$ cat config.mk
export PLATFORM = sky130hd
export DESIGN_NAME = adc_conversion_sequencer
export DESIGN_NICKNAME = d
export VERILOG_FILES = /design/src/adc_seq_pkg.sv /design/src/adc_conversion_sequencer.sv
export VERILOG_INCLUDE_DIRS = /design/src
export SDC_FILE = /design/constraint.sdc
export NUM_CORES = 1
export LEC_CHECK = 0
export ABC_AREA = 1
export BUFFER_PORTS_ARGS = -buffer_cell sky130_fd_sc_hd__buf_2
export CORE_MARGIN = 2
export CORE_UTILIZATION = 55
export DETAILED_ROUTE_END_ITERATION = 7
export PLACE_DENSITY_LB_ADDON = 0.15
export SETUP_SLACK_MARGIN = 0.1
export SYNTH_ARGS = -nofsm -noshare
export SYNTH_HDL_FRONTEND = slang
export SYNTH_SLANG_ARGS = --single-unit
export TNS_END_PERCENT = 30
$ cat constraint.sdc
create_clock -name sys_clk -period 7.5 [get_ports sys_clk]
set_input_delay 1.5 -clock sys_clk [delete_from_list [all_inputs] [get_ports sys_clk]]
set_output_delay 1.5 -clock sys_clk [all_outputs]
set_load 0.03 [all_outputs]
$ cat src/adc_seq_regs.svh
// Register offsets, field positions, reset values and timing figures
`ifndef ADC_SEQ_REGS_SVH
`define ADC_SEQ_REGS_SVH

// ----
// Register offsets
// ----
`define ADC_MAIN_CONTROL_ADDR 8'h00
`define ADC_ACCUM_CONTROL_ADDR 8'h01
`define ADC_REF_CLK_CONTROL_ADDR 8'h02
`define ADC_TIMING_CONTROL_ADDR 8'h03
`define ADC_WINDOW_MODE_CONTROL_ADDR 8'h04
`define ADC_SAMPLE_LENGTH_CONTROL_ADDR 8'h05
`define ADC_INPUT_CHANNEL_SELECT_ADDR 8'h06
`define ADC_CONVERSION_COMMAND_ADDR 8'h08
`define ADC_EVENT_TRIGGER_CONTROL_ADDR 8'h09
`define ADC_INTERRUPT_ENABLE_ADDR 8'h0A
`define ADC_INTERRUPT_FLAG_STATUS_ADDR 8'h0B
`define ADC_DEBUG_HALT_CONTROL_ADDR 8'h0C
`define ADC_RESULT_LOW_ADDR 8'h10
`define ADC_RESULT_HIGH_ADDR 8'h11
`define ADC_WIN_LOW_LOW_ADDR 8'h12
`define ADC_WIN_LOW_HIGH_ADDR 8'h13
`define ADC_WIN_HIGH_LOW_ADDR 8'h14
`define ADC_WIN_HIGH_HIGH_ADDR 8'h15

// ----
// Field positions
// ----
`define ADC_ENABLE_BIT 0
`define ADC_FREE_RUNNING_BIT 1
`define ADC_RESOLUTION_SELECT_BIT 2
`define ADC_SAMPLE_CAP_BIT 6
`define ADC_REFERENCE_SELECT_LSB 4
`define ADC_STARTUP_DELAY_LSB 5
`define ADC_AUTO_DELAY_BIT 4
`define ADC_RESULT_READY_BIT 0
`define ADC_WINDOW_MATCH_BIT 1

// ----
// Reset values and codes
// ----
`define ADC_REG_RESET 8'h00
`define ADC_WORD_RESET 16'h0000
`define ADC_REF_INTERNAL 2'h0
`define ADC_REF_SUPPLY 2'h1
`define ADC_REF_EXTERNAL 2'h2
`define ADC_WIN_NONE 3'h0
`define ADC_WIN_BELOW 3'h1
`define ADC_WIN_ABOVE 3'h2
`define ADC_WIN_INSIDE 3'h3
`define ADC_WIN_OUTSIDE 3'h4
`define ADC_CHAN_LAST_PIN 5'h0F
`define ADC_CHAN_COMP_REF 5'h1C
`define ADC_CHAN_TEMP 5'h1E
`define ADC_CHAN_GROUND 5'h1F
`define ADC_STARTUP_MAX_CODE 3'h5
`define ADC_STARTUP_BASE 9'h008
`define ADC_ACCUM_MAX_CODE 3'h6
`define ADC_SAMPLE_BASE_CYCLES 6'h02

`endif

$ cat src/adc_seq_pkg.sv
// Types shared by the conversion sequencer
`default_nettype none

package adc_seq_pkg;

    // Sequencer phases
    typedef enum logic [2:0] {
        ST_IDLE = 3'b000,
        ST_STARTUP = 3'b001,
        ST_SAMPLE = 3'b010,
        ST_CONVERT = 3'b011,
        ST_GAP = 3'b100
    } seq_state_t;

    // Whole state of the sequencer
    typedef struct packed {
        logic [1:0] rstSync;
        logic enable;
        logic free_running;
        logic resolution_select;
        logic [2:0] accumCount;
        logic sample_capacitor_size;
        logic [1:0] reference_select;
        logic [2:0] clkDiv;
        logic [2:0] startupDly;
        logic autoDelay;
        logic [3:0] gapDly;
        logic [2:0] windowMode;
        logic [4:0] sampleLenExt;
        logic [4:0] inputChannel;
        logic startConv;
        logic eventStartEn;
        logic [1:0] intEnable;
        logic [1:0] interrupt_flag_status;
        logic debugRun;
        logic [15:0] winLow;
        logic [15:0] winHigh;
        logic [15:0] result;
        seq_state_t state;
        logic [7:0] prescCnt;
        logic [8:0] phaseCnt;
        logic [6:0] sampleIdx;
        logic [15:0] accum;
        logic [4:0] activeChannel;
        logic initPending;
        logic evMeta;
        logic evSync;
        logic evPrev;
        logic convertStart;
        logic sampleOpen;
        logic [2:0] refDecode;
        logic [15:0] pinSelect;
        logic [2:0] auxSelect;
        logic [7:0] rdData;
        logic irq;
    } seq_regs_t;

endpackage : adc_seq_pkg

`default_nettype wire

$ cat src/adc_conversion_sequencer.sv
// Conversion sequencer: clock divider, timing, channel, window, flags
//
// Local design decision: the plain strobed port.
`timescale 1ns/1ps
`default_nettype none
`include "adc_seq_regs.svh"

module adc_conversion_sequencer (
    input wire logic sys_clk,
    input wire logic rst_n,
    input wire logic [7:0] regAddr,
    input wire logic [7:0] regWrData,
    input wire logic regWrite,
    input wire logic regRead,
    output logic [7:0] regRdData,
    input wire logic startEvent,
    input wire logic debugHalt,
    input wire logic wakeMeasure,
    input wire logic sampleDone,
    input wire logic [9:0] sampleData,
    output logic converterTick,
    output logic sampleOpen,
    output logic convertStart,
    output logic [4:0] activeChannel,
    output logic [15:0] pinSelect,
    output logic compRefSelect,
    output logic tempSensorSelect,
    output logic groundSelect,
    output logic refInternal,
    output logic refSupply,
    output logic refExternal,
    output logic sampleCapReduced,
    output logic irq
);

    adc_seq_pkg::seq_regs_t q;
    adc_seq_pkg::seq_regs_t d;
    logic rstSyncN;
    logic [1:0] rstStage;
    logic running;
    logic tick;
    logic [7:0] divMask;
    logic [8:0] startupCycles;
    logic [5:0] sampleCycles;
    logic [6:0] lastIdx;
    logic [15:0] sampleVal;
    logic [15:0] finalVal;
    logic winHit;
    logic lastSample;
    logic startReq;
    logic wrCmdStart;
    logic resRead;
    logic [1:0] flagSet;
    logic [1:0] flagClr;

    // ----
    // Derived timing values
    // ----

    // Reset is released through the two stages of rstStage
    assign rstSyncN = rstStage[1];
    // Halted when the processor breaks and debug-run is clear
    assign running = q.enable && !(debugHalt && !q.debugRun);
    // Mask of low prescaler bits; all ones marks one converter clock
    assign divMask = 8'((9'h002 << q.clkDiv) - 9'h001);
    assign tick = running && ((q.prescCnt & divMask) == divMask);
    // Zero code gives no delay; codes 1..5 give 16..256 cycles
    assign startupCycles = (q.startupDly == 3'h0 ||
        q.startupDly > `ADC_STARTUP_MAX_CODE) ? 9'h000 :
        9'(`ADC_STARTUP_BASE << q.startupDly);
    assign sampleCycles = `ADC_SAMPLE_BASE_CYCLES + {1'b0, q.sampleLenExt};
    // Reserved accumulation code falls back to a single sample
    assign lastIdx = (q.accumCount > `ADC_ACCUM_MAX_CODE) ? 7'h00 :
        7'((8'h01 << q.accumCount) - 8'h01);
    assign lastSample = (q.sampleIdx == lastIdx);
    // Eight-bit mode keeps the eight upper bits only
    assign sampleVal = q.resolution_select ? {8'h00, sampleData[9:2]} :
        {6'h00, sampleData};
    assign finalVal = q.accum + sampleVal;

    // ----
    // Window comparison on the accumulated value
    // ----
    always_comb begin
        case (q.windowMode)
            `ADC_WIN_BELOW: winHit = finalVal < q.winLow;
            `ADC_WIN_ABOVE: winHit = finalVal > q.winHigh;
            `ADC_WIN_INSIDE: winHit = (finalVal > q.winLow) &&
                (finalVal < q.winHigh);
            `ADC_WIN_OUTSIDE: winHit = (finalVal < q.winLow) ||
                (finalVal > q.winHigh);
            default: winHit = 1'b0; // Off and reserved codes never match
        endcase
    end

    // ----
    // Bus decode helpers
    // ----
    assign wrCmdStart = regWrite && regAddr == `ADC_CONVERSION_COMMAND_ADDR
        && regWrData[0];
    // Result read in either byte clears both flags
    assign resRead = regRead && (regAddr == `ADC_RESULT_LOW_ADDR ||
        regAddr == `ADC_RESULT_HIGH_ADDR);
    // Event path: rising edge on the synchronised input, when enabled
    assign startReq = running && q.state == adc_seq_pkg::ST_IDLE &&
        (wrCmdStart || (q.eventStartEn && q.evSync && !q.evPrev));

    // ----
    // Next-state logic
    // ----
    always_comb begin
        d = q;
        flagSet = 2'b00;
        flagClr = 2'b00;
        d.rstSync = rstStage; // Copy of the release chain
        d.convertStart = 1'b0;
        // Event synchroniser: first stage is read by the second only
        d.evMeta = startEvent;
        d.evSync = q.evMeta;
        d.evPrev = q.evSync;

        // Register writes
        if (regWrite) begin
            case (regAddr)
                `ADC_MAIN_CONTROL_ADDR: begin
                    d.enable = regWrData[`ADC_ENABLE_BIT];
                    d.free_running = regWrData[`ADC_FREE_RUNNING_BIT];
                    d.resolution_select = regWrData[`ADC_RESOLUTION_SELECT_BIT];
                    // Fresh enable needs the reference to settle first
                    if (regWrData[`ADC_ENABLE_BIT] && !q.enable) begin
                        d.initPending = 1'b1;
                    end
                end
                `ADC_ACCUM_CONTROL_ADDR: d.accumCount = regWrData[2:0];
                `ADC_REF_CLK_CONTROL_ADDR: begin
                    d.sample_capacitor_size = regWrData[`ADC_SAMPLE_CAP_BIT];
                    d.reference_select = regWrData[`ADC_REFERENCE_SELECT_LSB +: 2];
                    d.clkDiv = regWrData[2:0];
                    if (regWrData[`ADC_REFERENCE_SELECT_LSB +: 2] == `ADC_REF_INTERNAL
                            && q.reference_select != `ADC_REF_INTERNAL) begin
                        d.initPending = 1'b1;
                    end
                end
                `ADC_TIMING_CONTROL_ADDR: begin
                    d.startupDly = regWrData[`ADC_STARTUP_DELAY_LSB +: 3];
                    d.autoDelay = regWrData[`ADC_AUTO_DELAY_BIT];
                    d.gapDly = regWrData[3:0];
                end
                `ADC_WINDOW_MODE_CONTROL_ADDR: d.windowMode = regWrData[2:0];
                `ADC_SAMPLE_LENGTH_CONTROL_ADDR: d.sampleLenExt = regWrData[4:0];
                `ADC_INPUT_CHANNEL_SELECT_ADDR: d.inputChannel = regWrData[4:0];
                `ADC_EVENT_TRIGGER_CONTROL_ADDR: d.eventStartEn = regWrData[0];
                `ADC_INTERRUPT_ENABLE_ADDR: d.intEnable = regWrData[1:0];
                `ADC_INTERRUPT_FLAG_STATUS_ADDR: flagClr = regWrData[1:0];
                `ADC_DEBUG_HALT_CONTROL_ADDR: d.debugRun = regWrData[0];
                `ADC_WIN_LOW_LOW_ADDR: d.winLow[7:0] = regWrData;
                `ADC_WIN_LOW_HIGH_ADDR: d.winLow[15:8] = regWrData;
                `ADC_WIN_HIGH_LOW_ADDR: d.winHigh[7:0] = regWrData;
                `ADC_WIN_HIGH_HIGH_ADDR: d.winHigh[15:8] = regWrData;
                default: ; // Writes elsewhere store nothing; a command write still starts via wrCmdStart
            endcase
        end
        if (resRead) begin
            flagClr = 2'b11;
        end
        if (wakeMeasure) begin
            d.initPending = 1'b1;
        end

        // Converter clock divider runs only while active
        d.prescCnt = running ? q.prescCnt + 8'h01 : 8'h00;

        // Sequencer
        if (!q.enable) begin
            // Disabled: nothing counts and any conversion is dropped
            d.state = adc_seq_pkg::ST_IDLE;
            d.startConv = 1'b0;
            d.sampleOpen = 1'b0;
            d.phaseCnt = 9'h000;
        end else if (running) begin
            case (q.state)
                adc_seq_pkg::ST_IDLE: begin
                    if (startReq) begin
                        d.startConv = 1'b1;
                        // Channel is frozen for the whole conversion
                        d.activeChannel = q.inputChannel;
                        d.accum = `ADC_WORD_RESET;
                        d.sampleIdx = 7'h00;
                        d.phaseCnt = 9'h000;
                        if (q.initPending && startupCycles != 9'h000) begin
                            d.state = adc_seq_pkg::ST_STARTUP;
                        end else begin
                            d.initPending = 1'b0;
                            d.state = adc_seq_pkg::ST_SAMPLE;
                            d.sampleOpen = 1'b1;
                        end
                    end
                end
                adc_seq_pkg::ST_STARTUP: begin
                    if (tick) begin
                        d.phaseCnt = q.phaseCnt + 9'h001;
                        if (q.phaseCnt == startupCycles - 9'h001) begin
                            d.initPending = 1'b0;
                            d.phaseCnt = 9'h000;
                            d.state = adc_seq_pkg::ST_SAMPLE;
                            d.sampleOpen = 1'b1;
                        end
                    end
                end
                adc_seq_pkg::ST_SAMPLE: begin
                    if (tick) begin
                        d.phaseCnt = q.phaseCnt + 9'h001;
                        if (q.phaseCnt == {3'h0, sampleCycles} - 9'h001) begin
                            d.phaseCnt = 9'h000;
                            d.sampleOpen = 1'b0;
                            d.convertStart = 1'b1;
                            d.state = adc_seq_pkg::ST_CONVERT;
                        end
                    end
                end
                adc_seq_pkg::ST_CONVERT: begin
                    if (sampleDone) begin
                        // Vary the sampling instant after each sample
                        if (q.autoDelay) begin
                            d.gapDly = q.gapDly + 4'h1;
                        end
                        d.sampleIdx = q.sampleIdx + 7'h01;
                        d.accum = finalVal;
                        if (lastSample) begin
                            d.result = finalVal;
                            d.accum = `ADC_WORD_RESET;
                            d.sampleIdx = 7'h00;
                            flagSet[`ADC_RESULT_READY_BIT] = 1'b1;
                            flagSet[`ADC_WINDOW_MATCH_BIT] = winHit;
                            d.startConv = 1'b0;
                            // Newly written channel takes hold now
                            d.activeChannel = q.inputChannel;
                        end
                        if (!lastSample || q.free_running) begin
                            d.state = adc_seq_pkg::ST_GAP;
                            d.sampleOpen = 1'b1;
                            d.startConv = 1'b1;
                        end else begin
                            d.state = adc_seq_pkg::ST_IDLE;
                        end
                    end
                end
                adc_seq_pkg::ST_GAP: begin
                    // Capacitor stays open for the gap delay
                    if (q.gapDly == 4'h0 || q.phaseCnt[3:0] == q.gapDly) begin
                        d.phaseCnt = 9'h000;
                        d.state = adc_seq_pkg::ST_SAMPLE;
                    end else if (tick) begin
                        d.phaseCnt = q.phaseCnt + 9'h001;
                    end
                end
                default: begin
                    d.state = adc_seq_pkg::ST_IDLE;
                    d.sampleOpen = 1'b0;
                end
            endcase
        end

        // Hardware set beats a same-cycle software clear
        d.interrupt_flag_status = (q.interrupt_flag_status & ~flagClr) | flagSet;

        // Decoded reference and routing, registered for clean outputs
        case (q.reference_select)
            `ADC_REF_INTERNAL: d.refDecode = 3'b001;
            `ADC_REF_SUPPLY: d.refDecode = 3'b010;
            `ADC_REF_EXTERNAL: d.refDecode = 3'b100;
            default: d.refDecode = 3'b000; // Reserved selects nothing
        endcase
        d.pinSelect = 16'h0000;
        d.auxSelect = 3'b000;
        if (q.activeChannel <= `ADC_CHAN_LAST_PIN) begin
            d.pinSelect = 16'h0001 << q.activeChannel[3:0];
        end else begin
            d.auxSelect[0] = q.activeChannel == `ADC_CHAN_COMP_REF;
            d.auxSelect[1] = q.activeChannel == `ADC_CHAN_TEMP;
            d.auxSelect[2] = q.activeChannel == `ADC_CHAN_GROUND;
        end

        // Interrupt request from enabled flags
        d.irq = |(d.interrupt_flag_status & q.intEnable);

        // Read data stands in the cycle after the strobe only
        d.rdData = 8'h00;
        if (regRead) begin
            case (regAddr)
                `ADC_MAIN_CONTROL_ADDR: d.rdData = {5'h00, q.resolution_select,
                    q.free_running, q.enable};
                `ADC_ACCUM_CONTROL_ADDR: d.rdData = {5'h00, q.accumCount};
                `ADC_REF_CLK_CONTROL_ADDR: d.rdData = {1'b0, q.sample_capacitor_size,
                    q.reference_select, 1'b0, q.clkDiv};
                `ADC_TIMING_CONTROL_ADDR: d.rdData = {q.startupDly,
                    q.autoDelay, q.gapDly};
                `ADC_WINDOW_MODE_CONTROL_ADDR: d.rdData = {5'h00, q.windowMode};
                `ADC_SAMPLE_LENGTH_CONTROL_ADDR: d.rdData = {3'h0,
                    q.sampleLenExt};
                `ADC_INPUT_CHANNEL_SELECT_ADDR: d.rdData = {3'h0,
                    q.inputChannel};
                `ADC_CONVERSION_COMMAND_ADDR: d.rdData = {7'h00, q.startConv};
                `ADC_EVENT_TRIGGER_CONTROL_ADDR: d.rdData = {7'h00,
                    q.eventStartEn};
                `ADC_INTERRUPT_ENABLE_ADDR: d.rdData = {6'h00, q.intEnable};
                `ADC_INTERRUPT_FLAG_STATUS_ADDR: d.rdData = {6'h00, q.interrupt_flag_status};
                `ADC_DEBUG_HALT_CONTROL_ADDR: d.rdData = {7'h00, q.debugRun};
                `ADC_RESULT_LOW_ADDR: d.rdData = q.result[7:0];
                `ADC_RESULT_HIGH_ADDR: d.rdData = q.result[15:8];
                `ADC_WIN_LOW_LOW_ADDR: d.rdData = q.winLow[7:0];
                `ADC_WIN_LOW_HIGH_ADDR: d.rdData = q.winLow[15:8];
                `ADC_WIN_HIGH_LOW_ADDR: d.rdData = q.winHigh[7:0];
                `ADC_WIN_HIGH_HIGH_ADDR: d.rdData = q.winHigh[15:8];
                default: d.rdData = 8'h00; // Unmapped reads return zero
            endcase
        end
    end

    // ----
    // State register
    // ----

    // Reset stages take the raw reset; everything else the released copy
    always_ff @(posedge sys_clk or negedge rst_n) begin
        if (!rst_n) begin
            rstStage <= 2'b00;
        end else begin
            rstStage <= {rstStage[0], 1'b1};
        end
    end

    always_ff @(posedge sys_clk or negedge rstSyncN) begin
        if (!rstSyncN) begin
            q <= '0;
        end else begin
            q <= d;
        end
    end

    // ----
    // Outputs
    // ----
    assign regRdData = q.rdData;
    assign converterTick = tick;
    assign sampleOpen = q.sampleOpen;
    assign convertStart = q.convertStart;
    assign activeChannel = q.activeChannel;
    assign pinSelect = q.pinSelect;
    assign compRefSelect = q.auxSelect[0];
    assign tempSensorSelect = q.auxSelect[1];
    assign groundSelect = q.auxSelect[2];
    assign refInternal = q.refDecode[0];
    assign refSupply = q.refDecode[1];
    assign refExternal = q.refDecode[2];
    assign sampleCapReduced = q.sample_capacitor_size;
    assign irq = q.irq;

endmodule : adc_conversion_sequencer

`default_nettype wire

==> flow_metrics.env <==
export IMPL_route_detailed_drc=0
export IMPL_post_cts_buffers=0
export IMPL_status="completed"
export IMPL_io_buffers=73
export IMPL_max_cap_violations=0
export IMPL_overflow=0
export IMPL_finalClockSkew_ns=0.0126
export IMPL_antenna_found_initial=1
export IMPL_stdcell_count=1602
export IMPL_ys_ff_latch=175
export IMPL_vias_per_cell=5.45
export IMPL_antenna_left=0
export IMPL_worstMarginPinSlew_ns=0.959
export IMPL_met2WireLength_mm=12.7
export IMPL_yosys_warnings=0
export IMPL_core_area_mm2=0.0181
export IMPL_fin_crit_ns=4.41
export IMPL_drt_iter0_markers=613
export IMPL_synth_area_top_cells="dfrtp_1, nand2_1, inv_1"
export IMPL_worstReg2RegEnd="irq$_DFF_PN0_"
export IMPL_dieArea_mm2=0.0198
export IMPL_grt_pass1_wl_mm=43.8
export IMPL_drv_slew=0
export IMPL_critPathCapture="irq$_DFF_PN0_"
export IMPL_cts_root_buf="clkbuf_16"
export IMPL_synth_top_area_cell="dfrtp_1"
export IMPL_cp_slowest_stage_delay_ns=0.34
export IMPL_wl_per_cell_um=16.8
export IMPL_wl_mm=26.8
export IMPL_grt_pass1_vias=8327
export IMPL_ys_flop_type="dfrtp_1"
export IMPL_cts_buffers=17
export IMPL_top_layer_used="met5"
export IMPL_place_area_mm2=0.0106
export IMPL_synthArstFlopShare_pct=100
export IMPL_min_path_type="flop to flop"
export IMPL_cts_tree="done"
export IMPL_fmax_mhz=227
export IMPL_cp_end_kind="flop"
export IMPL_min_period_over_period_pct=58.8
export IMPL_ys_types=54
export IMPL_hold_violations=0
export IMPL_syn_mean_instance_area_um2=7.80
export IMPL_ys_top_cells_by_count="nand2_1, inv_1, dfrtp_1"
export IMPL_nNetsFinal=1447
export IMPL_hold_worst_slack_ns=0.358
export IMPL_reg2reg_slack_ns=3.34
export IMPL_required_ns=7.83
export IMPL_drive_above_1_share_pct=11.0
export IMPL_clkTransAtPathRegs_ns=0.07
export IMPL_ir_drop_mv=0.168
export IMPL_clock_path_buffers=2
export IMPL_h_tree_depth=4
export IMPL_start_kind="input pin"
export IMPL_tns_ns=0
export IMPL_cp_max_fo=5
export IMPL_rsz0062_at_grt="no"
export IMPL_rr_startpoint="q[170]$_DFFE_PN0P_"
export IMPL_cp_startpoint="sampleData[2]"
export IMPL_yosysSeqAreaShare_pct=42.7
export IMPL_cp_slowest_cell="ha_1"
export IMPL_place_inst=1570
export IMPL_syn_cell_area_mm2=0.0103
export IMPL_drt_pre_antenna_iters=5
export IMPL_synthToLayoutAreaGrowth_pct=9.10
export IMPL_pwr_density_cell_mw_per_mm2=184
export IMPL_clk_latency_ns=0.44
export IMPL_wl_met1_mm=11.7
export IMPL_synth_top_area_share_pct=42.7
export IMPL_synthMostInstantiatedCell="nand2_1"
export IMPL_vias=8723
export IMPL_fin_area_mm2=0.0112
export IMPL_row_count=49
export IMPL_setup_violations=0
export IMPL_arrival_ns=4.74
export IMPL_gp_congestion=0.934
export IMPL_utilization_pct=61.6
export IMPL_antenna_cells=0
export IMPL_crit_type="input pin to flop"
export IMPL_synthCells=1314
export IMPL_relSlewSlack_pct=36.0
export IMPL_cpMostUsedCell="nand2_1"
export IMPL_cts_resized=0
export IMPL_reg2regPathDepth=25
export IMPL_synth_edf_count=0
export IMPL_io_pin_count=74
export IMPL_start_util_pct=56.5
export IMPL_cts_sinks=175
export IMPL_die_h_um=141
export IMPL_ctsHoldBuffers=0
export IMPL_grt_max_degree=77
export IMPL_track_usage_pct=28.5
export IMPL_p_leak_nw=5.73
export IMPL_die_w_um=141
export IMPL_hpwl_mm=20.6
export IMPL_met3_length_mm=1.63
==> worst min-delay path by stage <==
stage	slack, ns	to	cells past startpoint	startpoint
after floorplan	0.33	d[33]$_DFF_PN0_	0	d[34]$_DFF_PN0_
after global placement	0.33	rstStage[1]$_DFF_PN0_	0	rstStage[0]$_DFF_PN0_
after detailed placement	0.34	d[33]$_DFF_PN0_	0	d[34]$_DFF_PN0_
after CTS	0.36	d[33]$_DFF_PN0_	0	d[34]$_DFF_PN0_
after global routing	0.37	rstStage[1]$_DFF_PN0_	0	rstStage[0]$_DFF_PN0_
final	0.36	rstStage[1]$_DFF_PN0_	0	rstStage[0]$_DFF_PN0_
==> cells in the final DEF, fill, tap and decap left out, types with 3 or more instances in the layout <==
master | synthesis | final
buf_4 | 30 | 3
o22ai_1 | 21 | 21
nand3b_1 | 3 | 3
xor2_1 | 23 | 23
clkbuf_16 | 0 | 17
nor3_4 | 3 | 3
nand3_1 | 69 | 69
inv_8 | 0 | 5
nand2_1 | 336 | 336
inv_2 | 5 | 5
dfrtp_1 | 175 | 174
o21ai_2 | 10 | 10
xnor2_1 | 15 | 15
a21oi_1 | 43 | 43
o21bai_1 | 4 | 4
a31oi_1 | 4 | 4
nor3_1 | 21 | 21
nand2_2 | 7 | 7
inv_1 | 177 | 177
nand4_1 | 14 | 14
o21ai_1 | 10 | 10
nor2_1 | 94 | 94
o211ai_1 | 3 | 3
nor2_2 | 4 | 4
o21ai_0 | 128 | 128
nor4_1 | 5 | 5
ha_1 | 52 | 52
nand2_4 | 4 | 4
buf_2 | 5 | 73
clkinv_4 | 0 | 6
==> state kept, by name (all words and copies together) (netlist names) <==
signal / flops
tempSensorSelect: 1
regRdData: 8
rstStage: 2
refInternal: 1
pinSelect: 16
irq: 1
groundSelect: 1
activeChannel: 5
refExternal: 1
compRefSelect: 1
sampleOpen: 1
d: 2
convertStart: 1
q: 132
sampleCapReduced: 1
refSupply: 1
==> layout make-up <==
type	count	area, µm²
Fill cell	1682	6960
Multi-Input combinational cell	905	4850
Sequential cell	175	4380
Inverter	185	697
Clock buffer	18	439
Timing Repair Buffer	76	388
Tap cell	229	287
Clock inverter	14	143
==> through the flow <==
step	total power, mW	setup slack, ns
after floorplan	1.14	2.26
after global placement	1.20	2.79
after detailed placement	1.20	2.65
after CTS	2.07	3.09
after global routing	2.15	2.64
final	2.06	3.09
==> power by group <==
part | switching (mW) | total [mW] | internal (mW)
combinational | 0.128 | 0.186 | 0.0584
sequential | 0.0289 | 0.997 | 0.968
clock | 0.426 | 0.878 | 0.452
total | 0.583 | 2.06 | 1.48
==> worst max-delay path, delay by kind of cell <==
family | cells | cell delay, ns
fa+ha+maj | 2 | 0.64
compound gates | 4 | 0.83
simple gates | 16 | 1.24
buf+inv | 2 | 0.22
xor+xnor | 1 | 0.31
==> kinds of logic after synthesis <==
family                   count (synthesis)  synth area share (%)
XOR/XNOR                                38                  3.25
AO/OA/AOI/OAI                          244                  13.5
adder cells (fa/ha/maj)                 53                  6.54
buffers and inverters                  235                  10.0
flip-flops                             175                  42.7
AND/OR/NAND/NOR                        568                  24.0
other                                    1                0.0366
==> per-layer routing <==
layer	GRT usage, %	vias up
met5	0	-
met4	10.6	2
met3	6.05	55
met2	46.6	253
met1	37.7	4084
li1	-	4329
No activity file was read; power rests on OpenSTA's default activity.
